<file path="src/svi_pkg.sv">
// svi_pkg: constants shared by the single-vector interrupt logic
package svi_pkg;
    // ********************************
    // register map
    // ********************************
    localparam logic [7:0]  SYSTEM_MODE_ADDR = 8'hDF;
    localparam int          GIE_BIT          = 3;
    localparam logic [3:0]  MODE_RESET       = 4'h0;
    localparam int          MODE_WIDTH       = 4;
    // ********************************
    // vector and sources
    // ********************************
    localparam logic [15:0] VECTOR_HI_ADDR   = 16'h0000;
    localparam logic [15:0] VECTOR_LO_ADDR   = 16'h0001;
    localparam int          NUM_SOURCES      = 4;
    localparam int          SRC_PWM_OVF      = 0;
    localparam int          SRC_T0_MATCH     = 1;
    localparam int          SRC_EXT_A        = 2;
    localparam int          SRC_EXT_B        = 3;
    localparam logic [NUM_SOURCES-1:0] PEND_RESET = 4'h0;

    typedef enum logic [1:0] {
        SVI_STK_PCL,
        SVI_STK_PCH,
        SVI_STK_FLAGS
    } svi_stk_e;
endpackage : svi_pkg

</file>
<file path="src/svi_pin_sync.sv">
// svi_pin_sync: three-stage synchroniser with agreement filter for a pin
`timescale 1ns/1ns
module svi_pin_sync
    import svi_pkg::*;
(
    input  wire logic ref_clk,
    input  wire logic rst_n,
    input  wire logic pin,
    output logic      level,
    output logic      rise
);
    logic s1;
    logic s2;
    logic s3;

    always_ff @(posedge ref_clk or negedge rst_n) begin
        if (!rst_n) begin
            s1 <= 1'b0;
            s2 <= 1'b0;
            s3 <= 1'b0;
        end else begin
            s1 <= pin;
            s2 <= s1;
            s3 <= s2;
        end
    end

    // change counts once stages two and three agree
    always_ff @(posedge ref_clk or negedge rst_n) begin
        if (!rst_n) begin
            level <= 1'b0;
        end else if (s2 == s3) begin
            level <= s3;
        end
    end

    assign rise = (s2 == s3) && s3 && !level;
endmodule : svi_pin_sync

</file>
<file path="src/svi_pending.sv">
// svi_pending: one sticky pending flag with write-zero-to-clear
`timescale 1ns/1ns
module svi_pending
    import svi_pkg::*;
(
    input  wire logic ref_clk,
    input  wire logic rst_n,
    input  wire logic set_evt,
    input  wire logic wr_en,
    input  wire logic wr_bit,
    output logic      pending
);
    always_ff @(posedge ref_clk or negedge rst_n) begin
        if (!rst_n) begin
            pending <= 1'b0;
        end else if (set_evt) begin
            pending <= 1'b1;
        end else if (wr_en && !wr_bit) begin
            pending <= 1'b0;
        end
    end

    held_until_clear_a: assert property (@(posedge ref_clk) disable iff (!rst_n)
        pending && !(wr_en && !wr_bit) |=> pending)
        else $error("pending flag dropped without a clear");
    write_one_keeps_a: assert property (@(posedge ref_clk) disable iff (!rst_n)
        !pending && !set_evt |=> !pending)
        else $error("pending flag set without an event");
endmodule : svi_pending

</file>
<file path="src/svi_core.sv">
// svi_core: single-vector interrupt controller with stacking sequencer
//
// How it works
// every source shares one vector fetched from program memory at 0000H.
// the global enable is bit 3 of the system mode register at DFH.
// software must run the enable instruction after reset, since the global enable resets to 0.
// a request is serviced only when both the global and the source enable are set.
// there is no priority logic; software polls pending flags to pick the order.
// a source raises its pending flag to 1 and it stays until software clears it.
// the handler must clear its pending flag before the return instruction.
// a request is accepted only at an instruction boundary and then acknowledged to the core.
// the first step of the interrupt cycle clears the global enable.
// three bytes are pushed: PC low, PC high, then flags.
// the handler address is read high byte from 0000H, low byte from 0001H, then branched to.
// the return instruction pops flags and PC and sets the global enable.
// there are exactly four sources: PWM overflow, timer 0 match, two external pins.
// software may write the global enable directly, though the instructions are preferred.
// a pending flag reads 1 while pending; writing 0 clears it, writing 1 has no effect.
// the request is the OR of pending AND source enable, gated by the global enable.
`timescale 1ns/1ns
module svi_core
    import svi_pkg::*;
(
    input  wire logic                   ref_clk,
    input  wire logic                   rst_n,
    // register file port toward the core
    input  wire logic [7:0]             reg_addr,
    input  wire logic                   reg_wr,
    input  wire logic [7:0]             reg_wdata,
    output logic      [7:0]             reg_rdata,
    output logic                        reg_hit,
    // instruction control from the core
    input  wire logic                   instr_end,
    input  wire logic                   enable_interrupts_instr,
    input  wire logic                   mask_all_instr,
    input  wire logic                   return_from_isr,
    // sources
    input  wire logic                   pwm_ovf_evt,
    input  wire logic                   t0_match_evt,
    input  wire logic                   ext_irq_line_a,
    input  wire logic                   ext_irq_line_b,
    input  wire logic [NUM_SOURCES-1:0] src_enable,
    input  wire logic [NUM_SOURCES-1:0] pend_wr,
    input  wire logic [NUM_SOURCES-1:0] pend_wdata,
    output logic      [NUM_SOURCES-1:0] pending,
    // interrupt machine cycle toward the core
    input  wire logic [15:0]            pc_value,
    input  wire logic [7:0]             flags_value,
    input  wire logic                   mem_ready,
    input  wire logic [7:0]             mem_rdata,
    output logic                        irq_request,
    output logic                        irq_ack,
    output logic                        stack_push,
    output logic      [7:0]             stack_data,
    output logic                        vec_read,
    output logic      [15:0]            vec_addr,
    output logic                        branch,
    output logic      [15:0]            branch_target,
    output logic                        irq_busy
);
    // ********************************
    // state and system mode register
    // ********************************
    typedef enum logic [2:0] {
        SVI_IDLE,
        SVI_PUSH,
        SVI_VEC_HI,
        SVI_VEC_LO,
        SVI_JUMP
    } svi_state_e;

    svi_state_e             state;
    svi_stk_e               stk_step;
    logic [MODE_WIDTH-1:0]  system_mode_reg;
    logic [7:0]             vec_hi;
    logic [7:0]             vec_lo;
    logic [NUM_SOURCES-1:0] src_evt;
    logic                   global_irq_enable;
    logic                   mode_write;
    logic                   take_irq;

    function automatic logic addr_is_mode(input logic [7:0] a);
        addr_is_mode = (a == SYSTEM_MODE_ADDR);
    endfunction : addr_is_mode

    assign global_irq_enable = system_mode_reg[GIE_BIT];
    assign mode_write        = reg_wr && addr_is_mode(reg_addr);

    // ********************************
    // sources and pending flags
    // ********************************
    // external lines act on the rising edge of the filtered level
    svi_pin_sync u_sync_a (
        .ref_clk (ref_clk),
        .rst_n   (rst_n),
        .pin     (ext_irq_line_a),
        .level   (),
        .rise    (src_evt[SRC_EXT_A])
    );
    svi_pin_sync u_sync_b (
        .ref_clk (ref_clk),
        .rst_n   (rst_n),
        .pin     (ext_irq_line_b),
        .level   (),
        .rise    (src_evt[SRC_EXT_B])
    );
    assign src_evt[SRC_PWM_OVF]  = pwm_ovf_evt;
    assign src_evt[SRC_T0_MATCH] = t0_match_evt;

    // flags only set here; the handler clears them by write
    generate
        for (genvar i = 0; i < NUM_SOURCES; i++) begin : g_pend
            svi_pending u_pend (
                .ref_clk (ref_clk),
                .rst_n   (rst_n),
                .set_evt (src_evt[i]),
                .wr_en   (pend_wr[i]),
                .wr_bit  (pend_wdata[i]),
                .pending (pending[i])
            );
        end
    endgenerate

    // no priority: any enabled pending flag raises the single request
    assign irq_request = global_irq_enable && |(pending & src_enable);
    assign take_irq    = (state == SVI_IDLE) && instr_end && irq_request;
    assign irq_ack     = take_irq;
    assign irq_busy    = (state != SVI_IDLE);

    // ********************************
    // system mode register
    // ********************************
    // the machine cycle clear wins over a same-cycle software write
    always_ff @(posedge ref_clk or negedge rst_n) begin
        if (!rst_n) begin
            system_mode_reg <= MODE_RESET;
        end else begin
            if (mode_write) begin
                system_mode_reg <= reg_wdata[MODE_WIDTH-1:0];
            end
            if (enable_interrupts_instr) begin
                system_mode_reg[GIE_BIT] <= 1'b1;
            end
            if (mask_all_instr) begin
                system_mode_reg[GIE_BIT] <= 1'b0;
            end
            if (return_from_isr) begin
                system_mode_reg[GIE_BIT] <= 1'b1;
            end
            if (take_irq) begin
                system_mode_reg[GIE_BIT] <= 1'b0;
            end
        end
    end

    assign reg_hit   = addr_is_mode(reg_addr);
    // upper four bits are unused and read as zero
    assign reg_rdata = reg_hit ? {4'h0, system_mode_reg} : 8'h00;

    // ********************************
    // interrupt machine cycle
    // ********************************
    always_ff @(posedge ref_clk or negedge rst_n) begin
        if (!rst_n) begin
            state    <= SVI_IDLE;
            stk_step <= SVI_STK_PCL;
        end else begin
            unique case (state)
                SVI_IDLE: begin
                    if (take_irq) begin
                        state    <= SVI_PUSH;
                        stk_step <= SVI_STK_PCL;
                    end
                end
                SVI_PUSH: begin
                    if (mem_ready) begin
                        unique case (stk_step)
                            SVI_STK_PCL:   stk_step <= SVI_STK_PCH;
                            SVI_STK_PCH:   stk_step <= SVI_STK_FLAGS;
                            SVI_STK_FLAGS: state    <= SVI_VEC_HI;
                            default:       stk_step <= SVI_STK_PCL;
                        endcase
                    end
                end
                SVI_VEC_HI: begin
                    if (mem_ready) begin
                        state <= SVI_VEC_LO;
                    end
                end
                SVI_VEC_LO: begin
                    if (mem_ready) begin
                        state <= SVI_JUMP;
                    end
                end
                SVI_JUMP: begin
                    state <= SVI_IDLE;
                end
            endcase
        end
    end

    always_ff @(posedge ref_clk or negedge rst_n) begin
        if (!rst_n) begin
            vec_hi <= 8'h00;
            vec_lo <= 8'h00;
        end else begin
            if (state == SVI_VEC_HI && mem_ready) begin
                vec_hi <= mem_rdata;
            end
            if (state == SVI_VEC_LO && mem_ready) begin
                vec_lo <= mem_rdata;
            end
        end
    end

    // data to the stack is registered: PC low, PC high, flags
    always_ff @(posedge ref_clk or negedge rst_n) begin
        if (!rst_n) begin
            stack_data <= 8'h00;
        end else if (take_irq) begin
            stack_data <= pc_value[7:0];
        end else if (state == SVI_PUSH && mem_ready) begin
            unique case (stk_step)
                SVI_STK_PCL:   stack_data <= pc_value[15:8];
                SVI_STK_PCH:   stack_data <= flags_value;
                default:       stack_data <= 8'h00;
            endcase
        end
    end

    assign stack_push    = (state == SVI_PUSH);
    assign vec_read      = (state == SVI_VEC_HI) || (state == SVI_VEC_LO);
    // one vector for all sources
    assign vec_addr      = (state == SVI_VEC_LO) ? VECTOR_LO_ADDR : VECTOR_HI_ADDR;
    assign branch        = (state == SVI_JUMP);
    assign branch_target = {vec_hi, vec_lo};

    // ********************************
    // checks
    // ********************************
    gie_clear_a: assert property (@(posedge ref_clk) disable iff (!rst_n)
        take_irq |=> !global_irq_enable)
        else $error("global enable not cleared on acceptance");
    reti_sets_a: assert property (@(posedge ref_clk) disable iff (!rst_n)
        return_from_isr && !take_irq |=> global_irq_enable)
        else $error("return did not set global enable");
    accept_boundary_a: assert property (@(posedge ref_clk) disable iff (!rst_n)
        irq_ack |-> instr_end && global_irq_enable)
        else $error("acknowledge outside an instruction boundary");
    busy_no_ack_a: assert property (@(posedge ref_clk) disable iff (!rst_n)
        irq_busy |-> !irq_ack)
        else $error("acknowledge while a machine cycle runs");
    request_gate_a: assert property (@(posedge ref_clk) disable iff (!rst_n)
        irq_request == (global_irq_enable && ((pending & src_enable) != '0)))
        else $error("request does not match enabled pending flags");
    source_gate_a: assert property (@(posedge ref_clk) disable iff (!rst_n)
        irq_ack |-> (pending & src_enable) != '0)
        else $error("acknowledge without an enabled source");
    push_order_a: assert property (@(posedge ref_clk) disable iff (!rst_n)
        irq_ack ##1 mem_ready[*3] |-> ##1 state == SVI_VEC_HI)
        else $error("stacking did not take three bytes");
    first_byte_a: assert property (@(posedge ref_clk) disable iff (!rst_n)
        irq_ack |=> stack_push && {8'h00, stack_data} == ($past(pc_value) & 16'h00FF))
        else $error("first pushed byte is not PC low");
    push_hold_a: assert property (@(posedge ref_clk) disable iff (!rst_n)
        stack_push && !mem_ready |=> $stable(stack_data))
        else $error("stack byte changed while the stack was stalled");
    idle_quiet_a: assert property (@(posedge ref_clk) disable iff (!rst_n)
        !irq_busy |-> !stack_push && !vec_read && !branch)
        else $error("stack or vector access outside a machine cycle");
    vector_addr_a: assert property (@(posedge ref_clk) disable iff (!rst_n)
        vec_read |-> vec_addr == ((state == SVI_VEC_HI) ? 16'h0000 : 16'h0001))
        else $error("vector fetched from wrong address");
    target_a: assert property (@(posedge ref_clk) disable iff (!rst_n)
        state == SVI_VEC_LO && mem_ready |=> branch && branch_target[7:0] == $past(mem_rdata))
        else $error("branch target low byte wrong");
    mode_read_a: assert property (@(posedge ref_clk) disable iff (!rst_n)
        reg_hit |-> reg_rdata[GIE_BIT] == global_irq_enable && reg_rdata[7:4] == 4'h0)
        else $error("system mode read mismatch");
    // instruction pulses and acceptance override a same-cycle write
    mode_write_a: assert property (@(posedge ref_clk) disable iff (!rst_n)
        mode_write && !enable_interrupts_instr && !mask_all_instr && !return_from_isr && !take_irq
            |=> {4'h0, system_mode_reg} == ($past(reg_wdata) & 8'h0F))
        else $error("system mode write did not land");
    mask_clears_a: assert property (@(posedge ref_clk) disable iff (!rst_n)
        mask_all_instr && !return_from_isr |=> !global_irq_enable)
        else $error("disable instruction left global enable set");

    // ********************************
    // scenario covers
    // ********************************
    accept_c: cover property (@(posedge ref_clk) disable iff (!rst_n) irq_ack);
    full_cycle_c: cover property (@(posedge ref_clk) disable iff (!rst_n)
        irq_ack ##[1:20] branch);
    two_pending_c: cover property (@(posedge ref_clk) disable iff (!rst_n)
        $countones(pending) > 1 && irq_ack);
    return_c: cover property (@(posedge ref_clk) disable iff (!rst_n)
        branch ##[1:50] return_from_isr);
    slow_push_c: cover property (@(posedge ref_clk) disable iff (!rst_n)
        stack_push && !mem_ready);
endmodule : svi_core

</file>
<file path="config.mk">
export PLATFORM = sky130hd
export DESIGN_NAME = svi_core
export DESIGN_NICKNAME = d
export VERILOG_FILES = /design/src/svi_pkg.sv /design/src/svi_pin_sync.sv /design/src/svi_pending.sv /design/src/svi_core.sv
export SDC_FILE = /design/constraint.sdc
export NUM_CORES = 1
export LEC_CHECK = 0
export ABC_AREA = 1
export BUFFER_PORTS_ARGS = -buffer_cell sky130_fd_sc_hd__buf_2
export CAP_MARGIN = 10
export CORE_MARGIN = 5
export CORE_UTILIZATION = 44
export CTS_CLUSTER_SIZE = 20
export DETAILED_ROUTE_END_ITERATION = 10
export PLACE_DENSITY = 0.92
export SLEW_MARGIN = 5
export SYNTH_ARGS = -nofsm -noshare
export SYNTH_HDL_FRONTEND = slang
export SYNTH_HIERARCHICAL = 1
export SYNTH_SLANG_ARGS = --single-unit
</file>
<file path="constraint.sdc">
create_clock -name ref_clk -period 1.42 [get_ports ref_clk]
set_input_delay 0.071 -clock ref_clk [delete_from_list [all_inputs] [get_ports ref_clk]]
set_output_delay 0.071 -clock ref_clk [all_outputs]
set_load 0.01 [all_outputs]
</file>
==> run_results.csv, run 1 <==
group,metric,value,unit
synth,yosys_most_used_dff,"dfrtp_1",
synth,yosysSeqAreaShare,47.8,%
power,vdd_ir_drop_max,0.00107,V
detailed_routing,antenna_left,0,
power,p_per_area,1660,nW/um^2
sta,fmax,0.693,GHz
sta,drv_slew,0,
power,p_leak,1.96,nW
global_routing,grt-ovfl-total,0,
flow_run,max-cap-violations,0,
sta,setup_viol,1,
layout,drive_above_1_share,33.5,%
layout,area_delta_synth_final,38.2,%
detailed_routing,vias,2323,
synth,synth_top_area_share,47.8,%
synth,yosysMostFrequentCell,"nand2_1",
synth,synthTopCellsByArea,"dfrtp_1 (48%), nand2_1 (14%), inv_1 (7.3%)",
detailed_routing,drt-initial-drc-count,93,
global_routing,grt_max_degree,26,
synth,syn_avg_cell_area,7.75,sq um
power,clockPowerShare,18.5,%
clock_tree,cts_buffers,5,
worst_setup_path,path_cells,"nor2_1, nand2_1, nor2_2, nand3_4, inv_2, buf_6",
layout,fin_cells,509,
sta,rsz0062_at_grt,"true",
synth,synth_enable_flop_cells,0,
synth,synth-simple-area-share,26.1,%
worst_setup_path,crit_required,1350,ps
detailed_routing,wl_per_cell,12.0,um
synth,synth-compound-area-share,8.66,%
place,dp_cells,481,
synth,yosysTopAreaCell,"dfrtp_1",
synth,synth_top_family_by_area,"simple AND/OR/NAND/NOR gates",
synth,synth-seq-cells,45,
worst_setup_path,path_class,"reg2out",
sta,timing.final.hold_violations,0,
worst_setup_path,path_max_fanout,5,
sta,tightest_slew,532,ps
clock_tree,cts_sinks,45,
floorplan,rows,26,
detailed_routing,routed_via_density,4.56,
sta,clock_skew,6.20,ps
worst_hold_path,hold_class,"in2reg",
detailed_routing,routed_wl,6130,um
layout,finish.utilization,63.4,%
layout,num-nets-final,512,
floorplan,die_y,83.2,um
worst_setup_path,cp-end-kind,"primary output",
floorplan,ioPinCount,131,
synth,syn_inst,304,
floorplan,design.die.area,6920,sq um
global_routing,grtUsageTotal,17.2,%
outcome,violations,"setup timing",
synth,synthesis.area,2360,sq um
clock_tree,cts_tree,"done",
power,seqPwrFrac,36.2,%
power,internal_power,3.24,mW
sta,layout_min_cycle_time,1440,ps
power,combPwrFrac,45.3,%
floorplan,core,5140,sq um
clock_tree,clock_path_buffers,2,
place,io_buffer_count,107,
global_routing,antenna_found_initial,0,
worst_setup_path,slowest_delay,420,ps
synth,synth_fa_ha_area_share,1.06,%
clock_tree,cts.clk_slew.worst_paths,90,ps
detailed_routing,first_pass_iters,4,
floorplan,start_util,45.8,%
worst_setup_path,r2r_cells,9,
layout,diodes,0,
layout,reg.largest.list,"stack_data: 8 flops, vec_hi: 8 flops, vec_lo: 8 flops",
clock_tree,clock_latency,300,ps
power,p_sw,2.17,mW
global_routing,grt_pass1_wl,9850,um
worst_hold_path,holdPathStages,3,
power,switching_share,40.1,%
layout,filler_cell_count,445,
place,gp_congestion,0.865,
sta,min_period_over_period,102,%
sta,setup_ws,-22.8,ps
floorplan,die_w,83.2,um
worst_setup_path,start_kind,"flip-flop",
detailed_routing,drc,0,
synth,synth_xor_area_share,0,%
clock_tree,htreeDepth,2,
worst_setup_path,arrival,1370,ps
synth,synth_mux_area_share,0,%
synth,yosys_warnings,6,
sta,relSlewSlack,64.5,%
outcome,status,"finished with violations",
sta,setup_tns,-22.8,ps
synth,ys_async_sr_fraction,100,%
synth,synth_cell_types,26,
synth,synth_common_cells,"nand2_1 (86), inv_1 (46), dfrtp_1 (45)",
place,hpwlAfterDp,4740,um
clock_tree,ctsRootBufferMaster,"clkbuf_8",
worst_setup_path,worst_path_max_delay_cell,"dfrtp_2",
global_routing,grt_pass1_vias,2252,
-- final timing paths --
check	start	to	slack [ps]
min in group asynchronous	rst_n	vec_lo[1]$_DFFE_PN0P_	290
hold / removal	pc_value[2]	stack_data[2]$_DFFE_PN0P_	6
hold reg to reg	u_sync_b/s1$_DFF_PN0_	u_sync_b/s2$_DFF_PN0_	350
max in group asynchronous	rst_n	state[0]$_DFFE_PN0P_	560
setup / recovery	state[0]$_DFFE_PN0P_	irq_ack	-20
setup reg to reg	state[0]$_DFFE_PN0P_	stack_data[0]$_DFFE_PN0P_	10
-- per-stage QoR --
| stage | hold slack, ps | setup slack (ps) | total power [mW] | instance area, sq um |
|---|---|---|---|---|
| after floorplan | -225 | 73.0 | 3.48 | 2420 |
| after global placement | 69.6 | 95.4 | 4.19 | 2930 |
| after detailed placement | 80.1 | 29.7 | 4.31 | 2930 |
| after CTS | 1.90 | -42.7 | 5.39 | 3210 |
| after global routing | 8.60 | -124 | 5.85 | 3260 |
| final | 6.11 | -22.8 | 5.41 | 3260 |
-- cell type report --
cell class | count | area [sq um] | area share, %
sequential | 45 | 1130 | 34.6
multi-input combinational | 199 | 927 | 28.5
timing repair buffer | 134 | 797 | 24.5
inverter | 53 | 199 | 6.11
tap | 70 | 87.6 | 2.69
clock buffer | 5 | 68.8 | 2.11
clock inverter | 3 | 50.0 | 1.54
-- cells in the final DEF (no fill, tap or decap), types with 7 or more instances in the layout --
cell type      synthesis  routed
nand2_1               86      86
dlygate4sd3_1          0      16
o21ai_1               32      32
inv_2                  6       7
buf_4                 19      10
nor2_1                14      13
inv_1                 46      45
dfrtp_1               45      44
buf_2                  3     106
nand3_1               19      19
conb_1                 1      19
-- cells by family after synthesis --
logic type	Yosys count
other	1
flip-flops	45
adder cells (fa/ha/maj)	2
AND/OR/NAND/NOR	138
buffers and inverters	78
AO/OA/AOI/OAI	40
-- metal layers --
metal  GRT usage, %  wire (um)
met3           5.54        466
met2           31.0       3180
met1           18.7       2370
met4           5.94        111
met5              0          0
-- power groups by stage --
| stage | clock network, mW | registers, mW | logic (mW) |
|---|---|---|---|
| 2_1_floorplan | 0 | 2.13 | 1.35 |
| 3_3_place_gp | 0 | 1.97 | 2.22 |
| 3_5_place_dp | 0 | 1.98 | 2.32 |
| 4_1_cts | 1.02 | 1.96 | 2.41 |
| 5_1_grt | 1.07 | 2.01 | 2.76 |
| 6_report | 1.00 | 1.96 | 2.45 |
-- worst max-delay path: cells and delay by family, from the launching register on --
kind          cells  cell delay (ps)
flops             1              420
simple gates      4              450
buf+inv           2              200
-- repair_timing --
action / 4_1_cts / 5_1_grt
endpoints found under the setup margin: 1 / 13
hold buffers: 15 / 1
pin swaps: 1 / 2
buffers inserted: 1 / 3
endpoints found under the hold margin: 36 / 1
gates cloned: 0 / 0
gates resized for setup: 4 / 3
Note: power is estimated with default switching activity, not from simulation.
==> inputs of run 2 (changes only) <==
- CORE_ASPECT_RATIO: default -> 1.25
==> run_results.csv, run 2 (synthesized netlist as in run 1, its figures left out) <==
group,metric,value,unit
layout,reg.largest.list,"stack_data: 8 flops, vec_hi: 8 flops, vec_lo: 8 flops",
layout,num-nets-final,513,
global_routing,grt_pass1_wl,9560,um
detailed_routing,first_pass_iters,4,
sta,min_period_over_period,99.8,%
worst_setup_path,path_class,"reg2out",
clock_tree,ctsRootBufferMaster,"clkbuf_8",
sta,layout_min_cycle_time,1420,ps
sta,drv_slew,0,
detailed_routing,routed_wl,6180,um
power,clockPowerShare,15.4,%
layout,final_cell_mix,"buf_2 (106), nand2_1 (84), inv_1 (45), dfrtp_1 (45), o21ai_1 (28)",
flow_run,max-cap-violations,0,
sta,fmax,0.705,GHz
power,p_leak,1.97,nW
detailed_routing,drt-initial-drc-count,64,
global_routing,grt-ovfl-total,0,
floorplan,design.die.area,6930,sq um
power,internal_power,3.13,mW
detailed_routing,antenna_left,0,
sta,holdWs,12.4,ps
clock_tree,htreeDepth,2,
worst_hold_path,hold_class,"in2reg",
worst_setup_path,crit_required,1350,ps
place,gp_congestion,0.804,
detailed_routing,routed_via_density,4.76,
clock_tree,clock_latency,300,ps
power,combPwrFrac,47.8,%
global_routing,grt_max_degree,30,
worst_setup_path,path_max_fanout,2,
global_routing,grt_pass1_vias,2329,
detailed_routing,vias,2389,
floorplan,ioPinCount,131,
global_routing,grtUsageTotal,17.4,%
layout,area_delta_synth_final,39.1,%
sta,rsz0062_at_grt,"true",
layout,final_common_cell,"buf_2",
place,io_buffer_count,107,
power,total_power,5.38,mW
layout,diodes,0,
worst_setup_path,arrival,1350,ps
power,p_per_area,1640,nW/um^2
clock_tree,cts_tree,"done",
floorplan,core,5150,sq um
worst_setup_path,start_kind,"flip-flop",
power,seqPwrFrac,36.8,%
sta,clock_skew,11.5,ps
detailed_routing,drc,0,
detailed_routing,wl_per_cell,12.3,um
clock_tree,clock_path_buffers,2,
global_routing,antenna_found_initial,0,
clock_tree,cts_sinks,45,
floorplan,die_w,75.5,um
power,p_sw,2.25,mW
floorplan,rows,29,
power,switching_share,41.9,%
layout,filler_cell_count,438,
layout,drive_above_1_share,35.2,%
power,vdd_ir_drop_max,0.00125,V
clock_tree,cts.clk_slew.worst_paths,100,ps
sta,setup_viol,0,
sta,timing.final.hold_violations,0,
outcome,status,"finished, final reports clean",
floorplan,start_util,45.7,%
floorplan,die_y,91.8,um
place,hpwlAfterDp,4620,um
clock_tree,cts_buffers,5,
worst_setup_path,cp-end-kind,"primary output",
## run 2: changes by cell type in the layout (fill, tap and decap cells not counted), sizes merged
cell         delta
inv             +2
buf             +2
dlygate4sd3     -1
clkinv          -1
bufinv          -1
## run 2: cell type report
cell class,instances,area [sq um],area share (%)
Clock buffer,5,68.8,2.10
Clock inverter,3,26.3,0.802
Inverter,53,205,6.26
Multi-Input combinational cell,199,960,29.3
Sequential cell,45,1130,34.4
Tap cell,62,77.6,2.37
Timing Repair Buffer,135,813,24.8
## run 2: through the flow
step           area [sq um]  cells  setup WS, ps  TNS (ps)  util [%]
6_report               3280    502          2.20         0      63.6
5_1_grt                3280    502         -46.9      -554      63.6
4_1_cts                3220    500         -52.9     -52.9      62.5
3_5_place_dp           2910    472        -0.797    -0.797      56.5
3_3_place_gp           2910    472          91.9         0      56.5
2_1_floorplan          2420    322          73.0         0         -
## run 2: critical path, stage by stage (launching register included)
cell	delay (ps)
dfrtp_1	400
nor2_2	130
nand2_2	90
nor2_4	100
nand3_4	70
buf_6	130
inv_4	40
buf_6	90
## run 2: final timing paths
check                                 startpoint                                    to  slack [ps]  cells past startpoint
setup / recovery            state[1]$_DFFE_PN0P_                               irq_ack           2                      7
min in group asynchronous                  rst_n                 u_sync_a/s1$_DFF_PN0_         220                      2
hold / removal                        pend_wr[0]  g_pend[0].u_pend/pending$_DFFE_PN0P_          10                      4
hold reg to reg            u_sync_b/s1$_DFF_PN0_                 u_sync_b/s2$_DFF_PN0_         350                      0
max in group asynchronous                  rst_n                 vec_lo[2]$_DFFE_PN0P_         700                      3
setup reg to reg            state[1]$_DFFE_PN0P_             stack_data[6]$_DFFE_PN0P_          60                      8
## run 2: timing repair
action	CTS	global route
endpoints found under the hold margin	30	0
hold buffers	15	0
resized for setup	10	11
pin swaps	3	3
setup endpoints to repair	3	23
buffers inserted	5	2
## run 2: power groups by stage
stage | Clock [mW] | Sequential, mW | Combinational (mW)
3_3_place_gp | 0 | 1.98 | 2.19
5_1_grt | 0.900 | 2.03 | 2.87
3_5_place_dp | 0 | 1.99 | 2.30
4_1_cts | 0.866 | 1.97 | 2.48
2_1_floorplan | 0 | 2.13 | 1.35
6_report | 0.831 | 1.98 | 2.57
## run 2: layer usage
layer / GRT usage, % / part of all wire [%]
met5: 0 / 0
met4: 6.27 / 2.0
met3: 4.27 / 10
met2: 31.4 / 51
met1: 19.2 / 36
